===== src/uebc_pkg.sv =====
// Shared constants and types for the endpoint buffer controller.
// Assumes one 200 MHz clock (mclk) for both ends and an active-high async reset.
package uebc_pkg;

   // ****************************************
   // Sizes
   // ****************************************
   localparam int EP_NUM = 4;           // Generic endpoints handled
   localparam int EP_W   = 2;
   localparam int CNT_W  = 10;          // Remaining byte count width
   localparam int LEN_W  = 7;           // Packet length width, up to 64
   localparam logic [LEN_W-1:0] MAX_PKT = 7'h40;

   // ****************************************
   // Command/status entry layout
   // ****************************************
   localparam int ENT_CNT_LSB = 0;
   localparam int ENT_ACTIVE  = 10;
   localparam int ENT_HALT    = 11;
   localparam int ENT_DIS     = 12;
   localparam int ENT_TR      = 13;
   localparam int ENT_TV      = 14;
   localparam int ENT_W       = 15;
   localparam logic [ENT_W-1:0] ENT_RST = 15'h0000;

   // ****************************************
   // Controller register map (byte offsets)
   // ****************************************
   localparam logic [7:0] REG_CTRL    = 8'h00;
   localparam logic [7:0] REG_SEL     = 8'h04;
   localparam logic [7:0] REG_ENTRY   = 8'h08;
   localparam logic [7:0] REG_INUSE   = 8'h0C;
   localparam logic [7:0] REG_SKIP    = 8'h10;
   localparam logic [7:0] REG_INTSTAT = 8'h14;
   localparam logic [7:0] REG_DEVSTAT = 8'h18;
   localparam int CTRL_FORCE   = 0;     // force_clock_request
   localparam int CTRL_WAKE    = 1;     // usb_clock_control wake enable
   localparam int CTRL_CFG_LSB = 4;     // Buffer config, one bit per endpoint
   localparam int SEL_BUF      = 2;     // Buffer select above the endpoint field
   localparam int DEV_SUSP     = 0;     // suspend_flag
   localparam int DEV_CLK      = 1;     // usb_clock_state
   localparam logic [31:0] CTRL_RST = 32'h0000_0000;
   localparam logic [2:0]  SEL_RST  = 3'h0;

   // ****************************************
   // Timing
   // ****************************************
   localparam int CLK_MHZ           = 200;
   localparam int CLK_OFF_DELAY_US  = 2000;  // Clock request drop after suspend
   localparam int CLK_OFF_CYCLES    = CLK_OFF_DELAY_US * CLK_MHZ;
   localparam int CLK_CNT_W         = 20;

   // ****************************************
   // Types
   // ****************************************
   typedef enum logic [1:0] {RESP_NONE, RESP_ACK, RESP_NAK, RESP_STALL} uebc_resp_t;

endpackage


===== src/uebc_if.sv =====
// Link between the endpoint engine and its software-facing controller.
// Both ends run on the same clock; all strobes are one-cycle pulses.
interface uebc_if;
   logic                              entWr;       // Write one command/status entry
   logic [uebc_pkg::EP_W-1:0]         entEp;
   logic                              entBuf;
   logic [uebc_pkg::ENT_W-1:0]        entWrData;
   logic [uebc_pkg::ENT_W-1:0]        entRdData;   // Entry at entEp/entBuf
   logic [uebc_pkg::EP_NUM-1:0]       bufCfg;      // 1 = double buffered
   logic                              inUseWr;
   logic [uebc_pkg::EP_NUM-1:0]       inUseWrData;
   logic [uebc_pkg::EP_NUM-1:0]       inUse;
   logic [uebc_pkg::EP_NUM-1:0]       skip;
   logic [uebc_pkg::EP_NUM-1:0]       intStatus;
   logic [uebc_pkg::EP_NUM-1:0]       intClear;
   logic                              forceClockRequest;
   logic                              wakeEnable;
   logic                              suspendClear;
   logic                              suspendFlag;
   logic                              clockState;

   modport dev (
      input  entWr, entEp, entBuf, entWrData, bufCfg, inUseWr, inUseWrData, skip,
             intClear, forceClockRequest, wakeEnable, suspendClear,
      output entRdData, inUse, intStatus, suspendFlag, clockState
   );
   modport ctl (
      output entWr, entEp, entBuf, entWrData, bufCfg, inUseWr, inUseWrData, skip,
             intClear, forceClockRequest, wakeEnable, suspendClear,
      input  entRdData, inUse, intStatus, suspendFlag, clockState
   );
endinterface


===== src/uebc_device.sv =====
// Endpoint buffer engine: entries, buffer selection, handshakes, suspend and
// clock request. Faces the controller through uebc_if and the USB packet
// engine through plain ports; busSuspended comes from the pin side.
module uebc_device #(
   parameter int CLK_OFF_CYCLES = uebc_pkg::CLK_OFF_CYCLES
) (
   input  wire logic                          mclk,
   input  wire logic                          rst,
   uebc_if.dev                                link,
   input  wire logic                          tokenValid,
   input  wire logic [uebc_pkg::EP_W-1:0]     tokenEp,
   input  wire logic                          pktDone,
   input  wire logic [uebc_pkg::LEN_W-1:0]    pktLen,
   input  wire logic                          busSuspended,
   output uebc_pkg::uebc_resp_t               respCode,
   output logic                               respValid,
   output logic                               respToggle,
   output logic                               clockRequest,
   output logic                               wakeEvent
);

   // ****************************************
   // Storage and state
   // ****************************************
   localparam int CLK_CNT_W_L = uebc_pkg::CLK_CNT_W;
   localparam logic [CLK_CNT_W_L-1:0] OFF_LAST = CLK_CNT_W_L'(CLK_OFF_CYCLES - 1);

   logic [uebc_pkg::ENT_W-1:0]   entry [0:2*uebc_pkg::EP_NUM-1];
   logic [uebc_pkg::EP_NUM-1:0]  inUse;
   logic [uebc_pkg::EP_NUM-1:0]  toggle;
   logic [uebc_pkg::EP_NUM-1:0]  intStatus;
   logic [uebc_pkg::EP_W-1:0]    curEp;
   logic                         curBuf;
   logic                         curArmed;
   logic                         suspSync1;
   logic                         suspSync2;
   logic                         suspendFlag;
   logic                         clockRequestPrev;
   logic [CLK_CNT_W_L-1:0]       offCount;

   typedef enum logic [1:0] {SUS_AWAKE, SUS_WAIT, SUS_ASLEEP} uebc_sus_t;
   uebc_sus_t susState;
   uebc_sus_t next_susState;

   // ****************************************
   // Token decode
   // ****************************************
   logic                         tokBuf;
   logic [uebc_pkg::ENT_W-1:0]   tokEntry;
   logic [uebc_pkg::ENT_W-1:0]   curEntry;
   logic [uebc_pkg::CNT_W-1:0]   curCount;
   logic                         pktFinal;
   logic [uebc_pkg::CNT_W-1:0]   next_count;

   // Single buffering still follows inUse, which software may set
   assign tokBuf   = inUse[tokenEp];
   assign tokEntry = entry[{tokenEp, tokBuf}];
   assign curEntry = entry[{curEp, curBuf}];
   assign curCount = curEntry[uebc_pkg::ENT_CNT_LSB +: uebc_pkg::CNT_W];
   // Short packet or exhausted count ends the buffer
   assign pktFinal = ({3'h0, pktLen} >= curCount) || (pktLen < uebc_pkg::MAX_PKT);
   assign next_count = pktFinal ? 10'h000 : curCount - {3'h0, pktLen};

   // Handshake choice on a token
   always_ff @(posedge mclk or posedge rst) begin
      if (rst) begin
         respValid  <= 1'b0;
         respCode   <= uebc_pkg::RESP_NONE;
         respToggle <= 1'b0;
         curEp      <= 2'h0;
         curBuf     <= 1'b0;
         curArmed   <= 1'b0;
      end else begin
         respValid <= tokenValid;
         if (tokenValid) begin
            curEp  <= tokenEp;
            curBuf <= tokBuf;
            respToggle <= tokEntry[uebc_pkg::ENT_TR] ? tokEntry[uebc_pkg::ENT_TV] : toggle[tokenEp];
            curArmed <= 1'b0;
            if (tokEntry[uebc_pkg::ENT_DIS]) begin
               respCode <= uebc_pkg::RESP_NONE;
            end else if (tokEntry[uebc_pkg::ENT_ACTIVE]) begin
               respCode <= uebc_pkg::RESP_ACK;
               curArmed <= 1'b1;
            end else if (tokEntry[uebc_pkg::ENT_HALT]) begin
               respCode <= uebc_pkg::RESP_STALL;
            end else begin
               respCode <= uebc_pkg::RESP_NAK;
            end
         end else if (pktDone) begin
            curArmed <= 1'b0;
         end
      end
   end

   // ****************************************
   // Entries: software write, packet update, skip
   // ****************************************
   // Software write goes last so it wins; software waits for inactive anyway
   always_ff @(posedge mclk or posedge rst) begin
      if (rst) begin
         for (int i = 0; i < 2*uebc_pkg::EP_NUM; i++) begin
            entry[i] <= uebc_pkg::ENT_RST;
         end
      end else begin
         if (tokenValid && tokEntry[uebc_pkg::ENT_TR]) begin
            entry[{tokenEp, tokBuf}][uebc_pkg::ENT_TR] <= 1'b0;
         end
         if (pktDone && curArmed) begin
            entry[{curEp, curBuf}][uebc_pkg::ENT_CNT_LSB +: uebc_pkg::CNT_W] <= next_count;
            if (pktFinal) begin
               entry[{curEp, curBuf}][uebc_pkg::ENT_ACTIVE] <= 1'b0;
            end
         end
         for (int e = 0; e < uebc_pkg::EP_NUM; e++) begin
            if (link.skip[e]) begin
               entry[{e[uebc_pkg::EP_W-1:0], inUse[e]}][uebc_pkg::ENT_ACTIVE] <= 1'b0;
            end
         end
         if (link.entWr) begin
            entry[{link.entEp, link.entBuf}] <= link.entWrData;
         end
      end
   end

   // ****************************************
   // Per-endpoint buffer in use, toggle, interrupt
   // ****************************************
   generate
      for (genvar g = 0; g < uebc_pkg::EP_NUM; g++) begin : gEp
         localparam logic [uebc_pkg::EP_W-1:0] GEP = uebc_pkg::EP_W'(g);
         logic doneHere;
         logic skipHere;
         // Skip only counts when it actually deactivates an entry
         assign doneHere = pktDone && curArmed && pktFinal && (curEp == GEP);
         assign skipHere = link.skip[g] && entry[{GEP, inUse[g]}][uebc_pkg::ENT_ACTIVE];

         always_ff @(posedge mclk or posedge rst) begin
            if (rst) begin
               inUse[g] <= 1'b0;
            end else if (link.inUseWr) begin
               inUse[g] <= link.inUseWrData[g];
            end else if (link.bufCfg[g] && (doneHere || skipHere)) begin
               inUse[g] <= ~inUse[g];
            end
         end

         // Toggle holds the inverse of the value used on the last answered packet
         always_ff @(posedge mclk or posedge rst) begin
            if (rst) begin
               toggle[g] <= 1'b0;
            end else if (tokenValid && tokenEp == GEP && tokEntry[uebc_pkg::ENT_TR]) begin
               toggle[g] <= tokEntry[uebc_pkg::ENT_TV];
            end else if (pktDone && curArmed && curEp == GEP) begin
               toggle[g] <= ~respToggle;
            end
         end

         // Set wins over a clear in the same cycle
         always_ff @(posedge mclk or posedge rst) begin
            if (rst) begin
               intStatus[g] <= 1'b0;
            end else if (doneHere) begin
               intStatus[g] <= 1'b1;
            end else if (link.intClear[g]) begin
               intStatus[g] <= 1'b0;
            end
         end
      end
   endgenerate

   // ****************************************
   // Suspend and clock request
   // ****************************************
   // Bus suspend arrives from the pin side
   always_ff @(posedge mclk or posedge rst) begin
      if (rst) begin
         suspSync1 <= 1'b0;
         suspSync2 <= 1'b0;
      end else begin
         suspSync1 <= busSuspended;
         suspSync2 <= suspSync1;
      end
   end

   // Flag follows the bus; a software clear also forces it low (resume)
   always_ff @(posedge mclk or posedge rst) begin
      if (rst) begin
         suspendFlag <= 1'b0;
      end else if (link.suspendClear || !suspSync2) begin
         suspendFlag <= 1'b0;
      end else begin
         suspendFlag <= 1'b1;
      end
   end

   always_comb begin
      next_susState = susState;
      case (susState)
         SUS_AWAKE:  if (suspendFlag) next_susState = SUS_WAIT;
         SUS_WAIT:   if (!suspendFlag) next_susState = SUS_AWAKE;
                     else if (offCount == OFF_LAST) next_susState = SUS_ASLEEP;
         SUS_ASLEEP: if (!suspendFlag) next_susState = SUS_AWAKE;
         default:    next_susState = SUS_AWAKE;
      endcase
   end

   always_ff @(posedge mclk or posedge rst) begin
      if (rst) begin
         susState <= SUS_AWAKE;
         offCount <= '0;
      end else begin
         susState <= next_susState;
         offCount <= (susState == SUS_WAIT) ? offCount + 1'b1 : '0;
      end
   end

   // Force holds the clock on regardless of the bus
   always_ff @(posedge mclk or posedge rst) begin
      if (rst) begin
         clockRequest     <= 1'b1;
         clockRequestPrev <= 1'b1;
         wakeEvent        <= 1'b0;
      end else begin
         clockRequest     <= link.forceClockRequest || (next_susState != SUS_ASLEEP);
         clockRequestPrev <= clockRequest;
         wakeEvent        <= link.wakeEnable && clockRequest && !clockRequestPrev;
      end
   end

   // ****************************************
   // Status back to the controller
   // ****************************************
   assign link.entRdData  = entry[{link.entEp, link.entBuf}];
   assign link.inUse      = inUse;
   assign link.intStatus  = intStatus;
   assign link.suspendFlag = suspendFlag;
   assign link.clockState = clockRequest;

endmodule // uebc_device


===== src/flat_wrapper.sv =====
// flat-port wrapper written by rule: the top's interface ports become plain ports
module uebc_device_flat 
#(
   parameter int CLK_OFF_CYCLES = uebc_pkg::CLK_OFF_CYCLES
)
  (mclk, rst, tokenValid, tokenEp, pktDone, pktLen, busSuspended, respCode, respValid, respToggle, clockRequest, wakeEvent, link_entWr, link_entEp, link_entBuf, link_entWrData, link_bufCfg, link_inUseWr, link_inUseWrData, link_skip, link_intClear, link_forceClockRequest, link_wakeEnable, link_suspendClear, link_entRdData, link_inUse, link_intStatus, link_suspendFlag, link_clockState);
  uebc_if link_i ();
  input  wire logic mclk;
  input  wire logic rst;
  input  wire logic tokenValid;
  input  wire logic [uebc_pkg::EP_W-1:0] tokenEp;
  input  wire logic pktDone;
  input  wire logic [uebc_pkg::LEN_W-1:0] pktLen;
  input  wire logic busSuspended;
  output uebc_pkg::uebc_resp_t respCode;
  output logic respValid;
  output logic respToggle;
  output logic clockRequest;
  output logic wakeEvent;
  input wire logic [$bits(link_i.entWr)-1:0] link_entWr;
  input wire logic [$bits(link_i.entEp)-1:0] link_entEp;
  input wire logic [$bits(link_i.entBuf)-1:0] link_entBuf;
  input wire logic [$bits(link_i.entWrData)-1:0] link_entWrData;
  input wire logic [$bits(link_i.bufCfg)-1:0] link_bufCfg;
  input wire logic [$bits(link_i.inUseWr)-1:0] link_inUseWr;
  input wire logic [$bits(link_i.inUseWrData)-1:0] link_inUseWrData;
  input wire logic [$bits(link_i.skip)-1:0] link_skip;
  input wire logic [$bits(link_i.intClear)-1:0] link_intClear;
  input wire logic [$bits(link_i.forceClockRequest)-1:0] link_forceClockRequest;
  input wire logic [$bits(link_i.wakeEnable)-1:0] link_wakeEnable;
  input wire logic [$bits(link_i.suspendClear)-1:0] link_suspendClear;
  output wire logic [$bits(link_i.entRdData)-1:0] link_entRdData;
  output wire logic [$bits(link_i.inUse)-1:0] link_inUse;
  output wire logic [$bits(link_i.intStatus)-1:0] link_intStatus;
  output wire logic [$bits(link_i.suspendFlag)-1:0] link_suspendFlag;
  output wire logic [$bits(link_i.clockState)-1:0] link_clockState;
  assign link_i.entWr = link_entWr;
  assign link_i.entEp = link_entEp;
  assign link_i.entBuf = link_entBuf;
  assign link_i.entWrData = link_entWrData;
  assign link_i.bufCfg = link_bufCfg;
  assign link_i.inUseWr = link_inUseWr;
  assign link_i.inUseWrData = link_inUseWrData;
  assign link_i.skip = link_skip;
  assign link_i.intClear = link_intClear;
  assign link_i.forceClockRequest = link_forceClockRequest;
  assign link_i.wakeEnable = link_wakeEnable;
  assign link_i.suspendClear = link_suspendClear;
  assign link_entRdData = link_i.entRdData;
  assign link_inUse = link_i.inUse;
  assign link_intStatus = link_i.intStatus;
  assign link_suspendFlag = link_i.suspendFlag;
  assign link_clockState = link_i.clockState;
  uebc_device #(.CLK_OFF_CYCLES(CLK_OFF_CYCLES)) u_core (.mclk(mclk), .rst(rst), .link(link_i), .tokenValid(tokenValid), .tokenEp(tokenEp), .pktDone(pktDone), .pktLen(pktLen), .busSuspended(busSuspended), .respCode(respCode), .respValid(respValid), .respToggle(respToggle), .clockRequest(clockRequest), .wakeEvent(wakeEvent));
endmodule

===== config.mk =====
export PLATFORM = sky130hd
export DESIGN_NAME = uebc_device_flat
export DESIGN_NICKNAME = d
export VERILOG_FILES = /design/src/uebc_pkg.sv /design/src/uebc_if.sv /design/src/uebc_device.sv /design/src/flat_wrapper.sv
export SDC_FILE = /design/constraint.sdc
export NUM_CORES = 1
export LEC_CHECK = 0
export BUFFER_PORTS_ARGS = -buffer_cell sky130_fd_sc_hd__buf_4
export CAP_MARGIN = 5
export CORE_AREA = 2 2 229 118
export CTS_CLUSTER_DIAMETER = 50
export CTS_CLUSTER_SIZE = 16
export DETAILED_ROUTE_END_ITERATION = 8
export DIE_AREA = 0 0 231 120
export GPL_TIMING_DRIVEN = 0
export MAX_ROUTING_LAYER = met4
export SLEW_MARGIN = 25
export SYNTH_ARGS = -nofsm -noshare
export SYNTH_HDL_FRONTEND = slang
export SYNTH_SLANG_ARGS = --single-unit
export TNS_END_PERCENT = 20

===== constraint.sdc =====
create_clock -name mclk -period 4.7 [get_ports mclk]
set_input_delay 0.235 -clock mclk [delete_from_list [all_inputs] [get_ports mclk]]
set_output_delay 0.235 -clock mclk [all_outputs]
set_load 0.1 [all_outputs]

==> results of run 1 <==
## cell usage in the layout (no fill, tap or decap), drive strengths merged, types with 4 or more instances in the layout
cell,netlist,routed
buf,36,114
and2,6,6
and3,19,19
xnor2,5,5
o221ai,4,4
a22oi,6,6
a21oi,133,133
o31ai,12,12
nor3,7,7
mux4,42,42
clkinvlp,0,4
bufinv,0,4
nor2b,9,9
xor2,17,17
o2111ai,8,8
nand2,176,176
a21o,6,6
inv,30,32
dlygate4sd3,0,10
o21a,4,4
a221oi,9,9
nor2,126,126
mux2,23,23
nand2b,15,15
o311ai,6,6
a211oi,9,9
dfrtp,166,166
nand3,55,55
a31oi,18,18
clkbuf,50,68
nand4,6,6
mux2i,16,16
a2111oi,5,5
ha,8,8
o21ai,45,45
o22ai,10,10
## worst register-to-register path, stage by stage (launching register included)
cell and delay (ns):
dfrtp_1 0.34, buf_6 0.13, buf_4 0.20, buf_2 0.33, nor2b_1 0.57, a221oi_1 0.16
o22a_1 0.23, ha_1 0.21, inv_1 0.07, fa_1 0.26, a21o_1 0.17, a31oi_2 0.15
a221oi_1 0.39, o41a_1 0.36, buf_6 0.20, buf_2 0.39, nand3_1 0.18, a21oi_1 0.18
## report_power, final
group / total [mW] / internal, mW / switching [mW]
Clock: 1.61 / 0.926 / 0.682
Combinational: 1.85 / 0.653 / 1.19
Sequential: 1.94 / 1.70 / 0.244
## flip-flops by register name (all words and copies together), names as in the netlist
register / flops
u_core.suspSync2: 1
u_core.clockRequest: 1
u_core.link.intStatus: 4
u_core.respCode: 2
u_core.wakeEvent: 1
u_core.respValid: 1
u_core.entry: 120
u_core.link.inUse: 4
u_core.toggle: 4
u_core.curArmed: 1
u_core.curBuf: 1
u_core.offCount: 20
u_core.respToggle: 1
u_core.susState: 2
u_core.link.suspendFlag: 1
u_core.suspSync1: 1
u_core.curEp: 2
u_core.clockRequestPrev: 1
## layer usage
layer | track usage [%] | share of wire (%) | vias up | wire length [um]
met5 | - | 0 | - | 0
met4 | 8.39 | 1.9 | 0 | 833
met3 | 15.2 | 17 | 92 | 7100
met2 | 38.7 | 37 | 736 | 15800
met1 | 48.0 | 45 | 4957 | 19100
li1 | - | - | 4257 | -
## cell type report
class | count | area share, %
multi-input combinational | 840 | 45.4
sequential | 168 | 35.0
timing repair buffer | 87 | 6.30
clock buffer | 20 | 3.80
tap | 352 | 3.66
buffer | 85 | 3.30
clock inverter | 12 | 1.55
inverter | 31 | 1.03
## cell families (layout without fill, tap and decap cells)
family	Yosys count	count (layout)
adders and majority gates	9	9
AOI/OAI and AO/OA	290	290
muxes	81	81
DFF	168	168
buffers and inverters	117	235
and+or+nand+nor	438	438
xor gates and xnor gates	22	22
## timing repair
item                       in CTS  in global routing
resized for setup               1                  7
cloned                          0                  0
setup buffers                   0                  4
setup endpoints to repair       8                 88
hold endpoints to repair       18                  0
hold buffers                   10                  0
## final timing paths
path / startpoint / cells after the start / slack (ns) / endpoint
max: u_core.curEp[1] / 17 / 0.11 / u_core.entry[99]
min: link_entWrData[12] / 3 / 0.08 / u_core.entry[102]
max reg2reg: u_core.curEp[1] / 17 / 0.11 / u_core.entry[99]
min reg2reg: u_core.suspSync1 / 0 / 0.35 / u_core.suspSync2
max in group asynchronous: rst / 5 / 3.63 / u_core.clockRequest
min in group asynchronous: rst / 3 / 0.32 / u_core.entry[8]
==> impl_results.md, run 1 <==
* Synth Area in Compound Gates at between 10% and 20%
* Via count at about 10,000
* Seq/Total Area, Yosys at between 40% and 50%
* Pre-CTS WS at -0.0392 ns
* Post-synth top area cell: dfrtp_1
* # fillers at 2,520
* Top post-synthesis cells by area: dfrtp_1, mux4_2, a21oi_1, nand2_1, nor2_1
* Grt total ovfl at 0
* Layout cells sized above 1 at between 15 and 20%
* Period utilisation layout at between 90% and 100%
* DRT Pass-1 Iters at 6
* Routability cong. at between 1 and 1.5
* Cells after synthesis at around 1,100
* Final layout net count at 1,292
* Top FF cell, synth: dfrtp_1
* Count of final max-slew check failures at 0
* Max Fclk at about 220 MHz
* Hold WS at approximately 0.079 ns
* Largest net degree at the start of global routing at 30
* Setup crit end kind: flop
* Avg Cell Area, Syn at 9.01 sq um
* I/O Buffers at 66
* Register Area at ~4200 sq um
* WL final at between 40 and 50 mm
* Initial antenna violation count at 0
* Clock slew seen by the registers of the worst setup and hold paths at about 0.08 ns
* Mux cell area share after synthesis at about 14%
* Tightest Hold Check Type: primary input to flop
* Residual DRC at 0
* Slew margin rel. at between 20 and 25%
* Worst Path Max Fanout at 10
* Final Setup Violations at 0
* Post-Synth Adder-Cell Area at under 10%
* Detailed Place HPWL at 31.4 mm
* Via/cell ratio at 6.30
* LEAKAGE at between 5 and 6 nW
* Antenna-violating nets left at 0
* CP Launch Type: flop
* Syn Nets at roughly 1,200
* # H-tree levels at 4
* Core Region at between 20,000 and 30,000 sq um
* Critical Path RT at a little over 5 ns
* P&R area growth vs syn at 18.7%
* Maxcap violations at 0
* Fin Setup TNS at 0 ns
* Vias in the first global route at between 9,000 and 10,000
* Overall global routing resource usage at 32.6%
* TritonCTS Buffers at 17
* Critical-path cell list: buf_6 -> buf_4 -> buf_2 -> nor2b_1 -> a221oi_1 -> o22a_1 -> ha_1 -> inv_1 -> fa_1 -> a21o_1 -> a31oi_2 -> a221oi_1 -> o41a_1 -> buf_6 -> buf_2 -> nand3_1 -> a21oi_1
* Io pins at 84
* Pwr Total at roughly 5.4 mW
* Placed Cells at ~1,600
* Clk_skew at 0.0154 ns
* Status: completed
* Wirelength per Cell at ~27 um
* Clock tree buffer depth at 2
* DRT iter0 DRCs at ~1,700
* Starting Density at around two fifths
* RSZ-0062 raised after global routing: yes
* Area after detailed placement at about 11,000 sq um
* Cell Pwr Density at approximately 450 nW/um^2
* Xor and xnor fraction of the mapped netlist area at between 1.5 and 2%
* Setup WS post-layout at 0.115 ns
* Fin. Hold Viols at 0
* #FFs+latches synth at about 170
* Post-synth EDFFs at 0
* Mapped cell area at ~10,000 sq um
* Row count at between 40 and 50
* Root Buffer: clkbuf_16
* Die width at roughly 230 um
* Util after Layout at around 47%
* ANT cells at 0
* Fin area at ~12,000 sq um
* CP Buf/Inv Count at 6
* Most common cell in the synthesized netlist: nand2_1
* Clock latency on the worst-skew pair at 0.48 ns
* DIE AREA at 27,700 sq um
* Combinational family with the most area after synthesis: simple AND/OR/NAND/NOR gates
* Yosys cell types at 71
* Yosys top cell area share at 41.0%
* Post-synth top cells: nand2_1, dfrtp_1, a21oi_1
* Arrival time at the worst endpoint at about 5.0 ns
* Post-synthesis simple-gate area fraction at 19.2%
* Critical setup path kind: flop to flop
* Async S/R FF share, synth at 100%
* Slowest Stage Delay on Critical Path at 0.56 ns
* Slowest CP cell: nor2b_1
* Fin cells at 1,595
* CTS tree: yes
* Delay-heaviest family, CP: compound AO/OA/AOI/OAI gates
* Die Y at between 100 and 150 um
* Clock sink total at about 170
* Area of the multi-input gates at ~5500 sq um
* Syn. warnings at 0
* Slew @ Worst Pin at around 1.2 ns
* First-pass GRT wire length at 62.8 mm
* Worst VDD drop at ~0.28 mV
* Crit path time final at approximately 4.6 ns
No activity file was read; power rests on OpenSTA's default activity.
==> run 2: changes to the inputs <==
--- a/config.mk
+++ b/config.mk
@@ -7,13 +7,14 @@
 export LEC_CHECK = 0
 export BUFFER_PORTS_ARGS = -buffer_cell sky130_fd_sc_hd__buf_4
 export CAP_MARGIN = 5
-export CORE_AREA = 2 2 229 118
+export CORE_AREA = 2 2 216 112
 export CTS_CLUSTER_DIAMETER = 50
 export CTS_CLUSTER_SIZE = 16
 export DETAILED_ROUTE_END_ITERATION = 8
-export DIE_AREA = 0 0 231 120
+export DIE_AREA = 0 0 218 114
 export GPL_TIMING_DRIVEN = 0
 export MAX_ROUTING_LAYER = met4
+export PLACE_DENSITY = 0.67
 export SLEW_MARGIN = 25
 export SYNTH_ARGS = -nofsm -noshare
 export SYNTH_HDL_FRONTEND = slang
==> run 2 against run 1 <==
Clock power barely moved. Clock-buffer cell count fell by 1. Power fell by 0.25%. Design area fell by 0.52%. Global-route usage rose by 3.4 points. Sequential share of layout area rose by 0.18 points. First-iteration DRC count fell by 13%. Die area fell by 10%. Utilization rose by 5.0 points. Critical path type unchanged. Critical endpoint is now u_core.entry[6]. Largest cell class unchanged. Highest routed layer unchanged.
==> impl_results.md, run 2 (synthesis gave the netlist of run 1 again) <==
* Starting Density at a little over two fifths
* Root Buffer: clkbuf_16
* Worst Path Max Fanout at 10
* I/O Buffers at between 60 and 70
* Maxcap violations at 0
* Clk_skew at 0.0130 ns
* Row count at 40
* Io pins at 84
* Largest reg by FF count: u_core.entry
* Fin. Hold Viols at 0
* Slew @ Worst Pin at approximately 1.1 ns
* DIE AREA at 24,900 sq um
* Detailed Place HPWL at 31.0 mm
* Clock latency on the worst-skew pair at about 0.47 ns
* Status: completed
* Clock power share at about 30%
* Layout cells sized above 1 at between 10% and 20%
* Util after Layout at 51.5%
* Max FFs per register at 120
* RSZ-0062 raised after global routing: no
* Die Y at between 100 and 150 um
* Seq pwr share at around 36%
* TritonCTS Buffers at 17
* Commonest non-fill, non-tap cell in the layout: nand2_1
* Clock sink total at roughly 170
* Vias in the first global route at 9,142
* Critical Path RT at ~5.0 ns
* Via/cell ratio at between 6 and 7
* Tightest Hold Check Type: primary input to flop
* Arrival time at the worst endpoint at 4.86 ns
* CTS tree: yes
* CP Launch Type: flop
* Critical setup path kind: flop to flop
* Biggest registers after layout: u_core.entry: 120 flops, u_core.offCount: 20 flops
* P&R area growth vs syn at 18.1%
* Switching part of the total power at about two fifths
* Internal power at approximately 3.3 mW
* Area after detailed placement at 11,200 sq um
* Routability cong. at approximately 1.1
* Fin area at roughly 12,000 sq um
* Final Setup Violations at 0
* Worst VDD drop at ~0.26 mV
* Cell Pwr Density at 450 nW/um^2
* Initial antenna violation count at 3
* Max Fclk at between 200 and 250 MHz
* Overall global routing resource usage at 36.0%
* # H-tree levels at 4
* Slew margin rel. at a little over a quarter
* Crit path time final at ~4.6 ns
* Residual DRC at 0
* Final layout net count at about 1,300
* Most frequent cells in the layout: nand2_1, dfrtp_1, a21oi_1, nor2_1, buf_4
* Die width at between 200 and 250 um
* First-pass GRT wire length at between 60 and 70 mm
* DRT iter0 DRCs at roughly 1,500
* Clock slew seen by the registers of the worst setup and hold paths at 0.07 ns
* Core Region at ~23,000 sq um
* # fillers at around 2,200
* Clock tree buffer depth at 2
* Period utilisation layout at 97.0%
* Setup crit end kind: flop
* Antenna-violating nets left at 0
* Via count at approximately 10,000
* Grt total ovfl at 0
* P_sw at approximately 2.1 mW
* Wirelength per Cell at approximately 27 um
* DRT Pass-1 Iters at 8
* Combinational fraction of design power at about a third
* WL final at roughly 42 mm
* Count of final max-slew check failures at 0
* Largest net degree at the start of global routing at 32
* LEAKAGE at around 5.0 nW
-- run 2: worst paths after layout --
kind                                  start                to  slack (ns)  cells after the start
max                           u_core.curBuf   u_core.entry[6]        0.14                     17
min                         link_wakeEnable  u_core.wakeEvent       0.002                      3
max reg2reg                   u_core.curBuf   u_core.entry[6]        0.14                     17
min reg2reg                u_core.suspSync1  u_core.suspSync2        0.36                      0
max in group asynchronous               rst   u_core.entry[2]        3.33                      6
min in group asynchronous               rst  u_core.entry[38]        0.36                      3
-- run 2: per-layer routing --
layer | wire, um | track usage [%] | up-vias
met1 | 18900 | 52.2 | 4887
li1 | - | - | 4250
met5 | 0 | - | -
met3 | 7250 | 20.5 | 85
met4 | 883 | 8.30 | 0
met2 | 15300 | 41.5 | 752
-- run 2: metrics by stage --
step | setup TNS, ns | cells | hold WS (ns) | total power, mW | setup slack [ns]
floorplan | 0 | 1125 | 0.266 | 3.17 | 1.04
global placement | -4.34 | 1506 | 0.332 | 3.68 | -0.237
detailed placement | -4.98 | 1513 | 0.290 | 3.72 | -0.294
CTS | 0 | 1554 | 0.00111 | 5.29 | 0.00448
global route | 0 | 1557 | 0.0154 | 5.57 | 0.0166
finish | 0 | 1557 | 0.00182 | 5.38 | 0.140
-- run 2: power groups by stage --
stage	combinational (mW)	sequential (mW)	clock (mW)
after floorplan	1.23	1.94	0
after global placement	1.74	1.94	0
after detailed placement	1.77	1.94	0
after CTS	1.79	1.92	1.58
after global routing	1.95	1.96	1.66
final	1.85	1.94	1.59
-- run 2: timing repair --
item | 4_1_cts | 5_1_grt
setup buffers | 0 | 1
resized for setup | 3 | 18
setup endpoints to repair | 47 | 88
pin swaps | 0 | 0
hold endpoints to repair | 24 | 0
hold buffers | 9 | 0
-- run 2: final cells by class --
cell class | instances | area [sq um] | area share (%)
inverter | 31 | 124 | 1.04
tap | 315 | 394 | 3.29
multi-input combinational | 840 | 5460 | 45.6
clock buffer | 19 | 433 | 3.62
sequential | 168 | 4210 | 35.2
clock inverter | 13 | 201 | 1.68
antenna | 3 | 7.51 | 0.0628
buffer | 85 | 407 | 3.40
timing repair buffer | 83 | 728 | 6.09
-- run 2: critical path: stages (launching register included) --
cell	delay [ns]
dfrtp_1	0.38
buf_2	0.18
buf_2	0.22
clkbuf_1	0.38
a211oi_1	0.36
o22a_1	0.27
ha_1	0.21
inv_1	0.06
fa_1	0.44
a21o_1	0.21
a31oi_2	0.27
a221oi_1	0.16
o41a_1	0.54
buf_6	0.20
and2_1	0.17
buf_2	0.18
nand2_1	0.07
a31oi_1	0.09
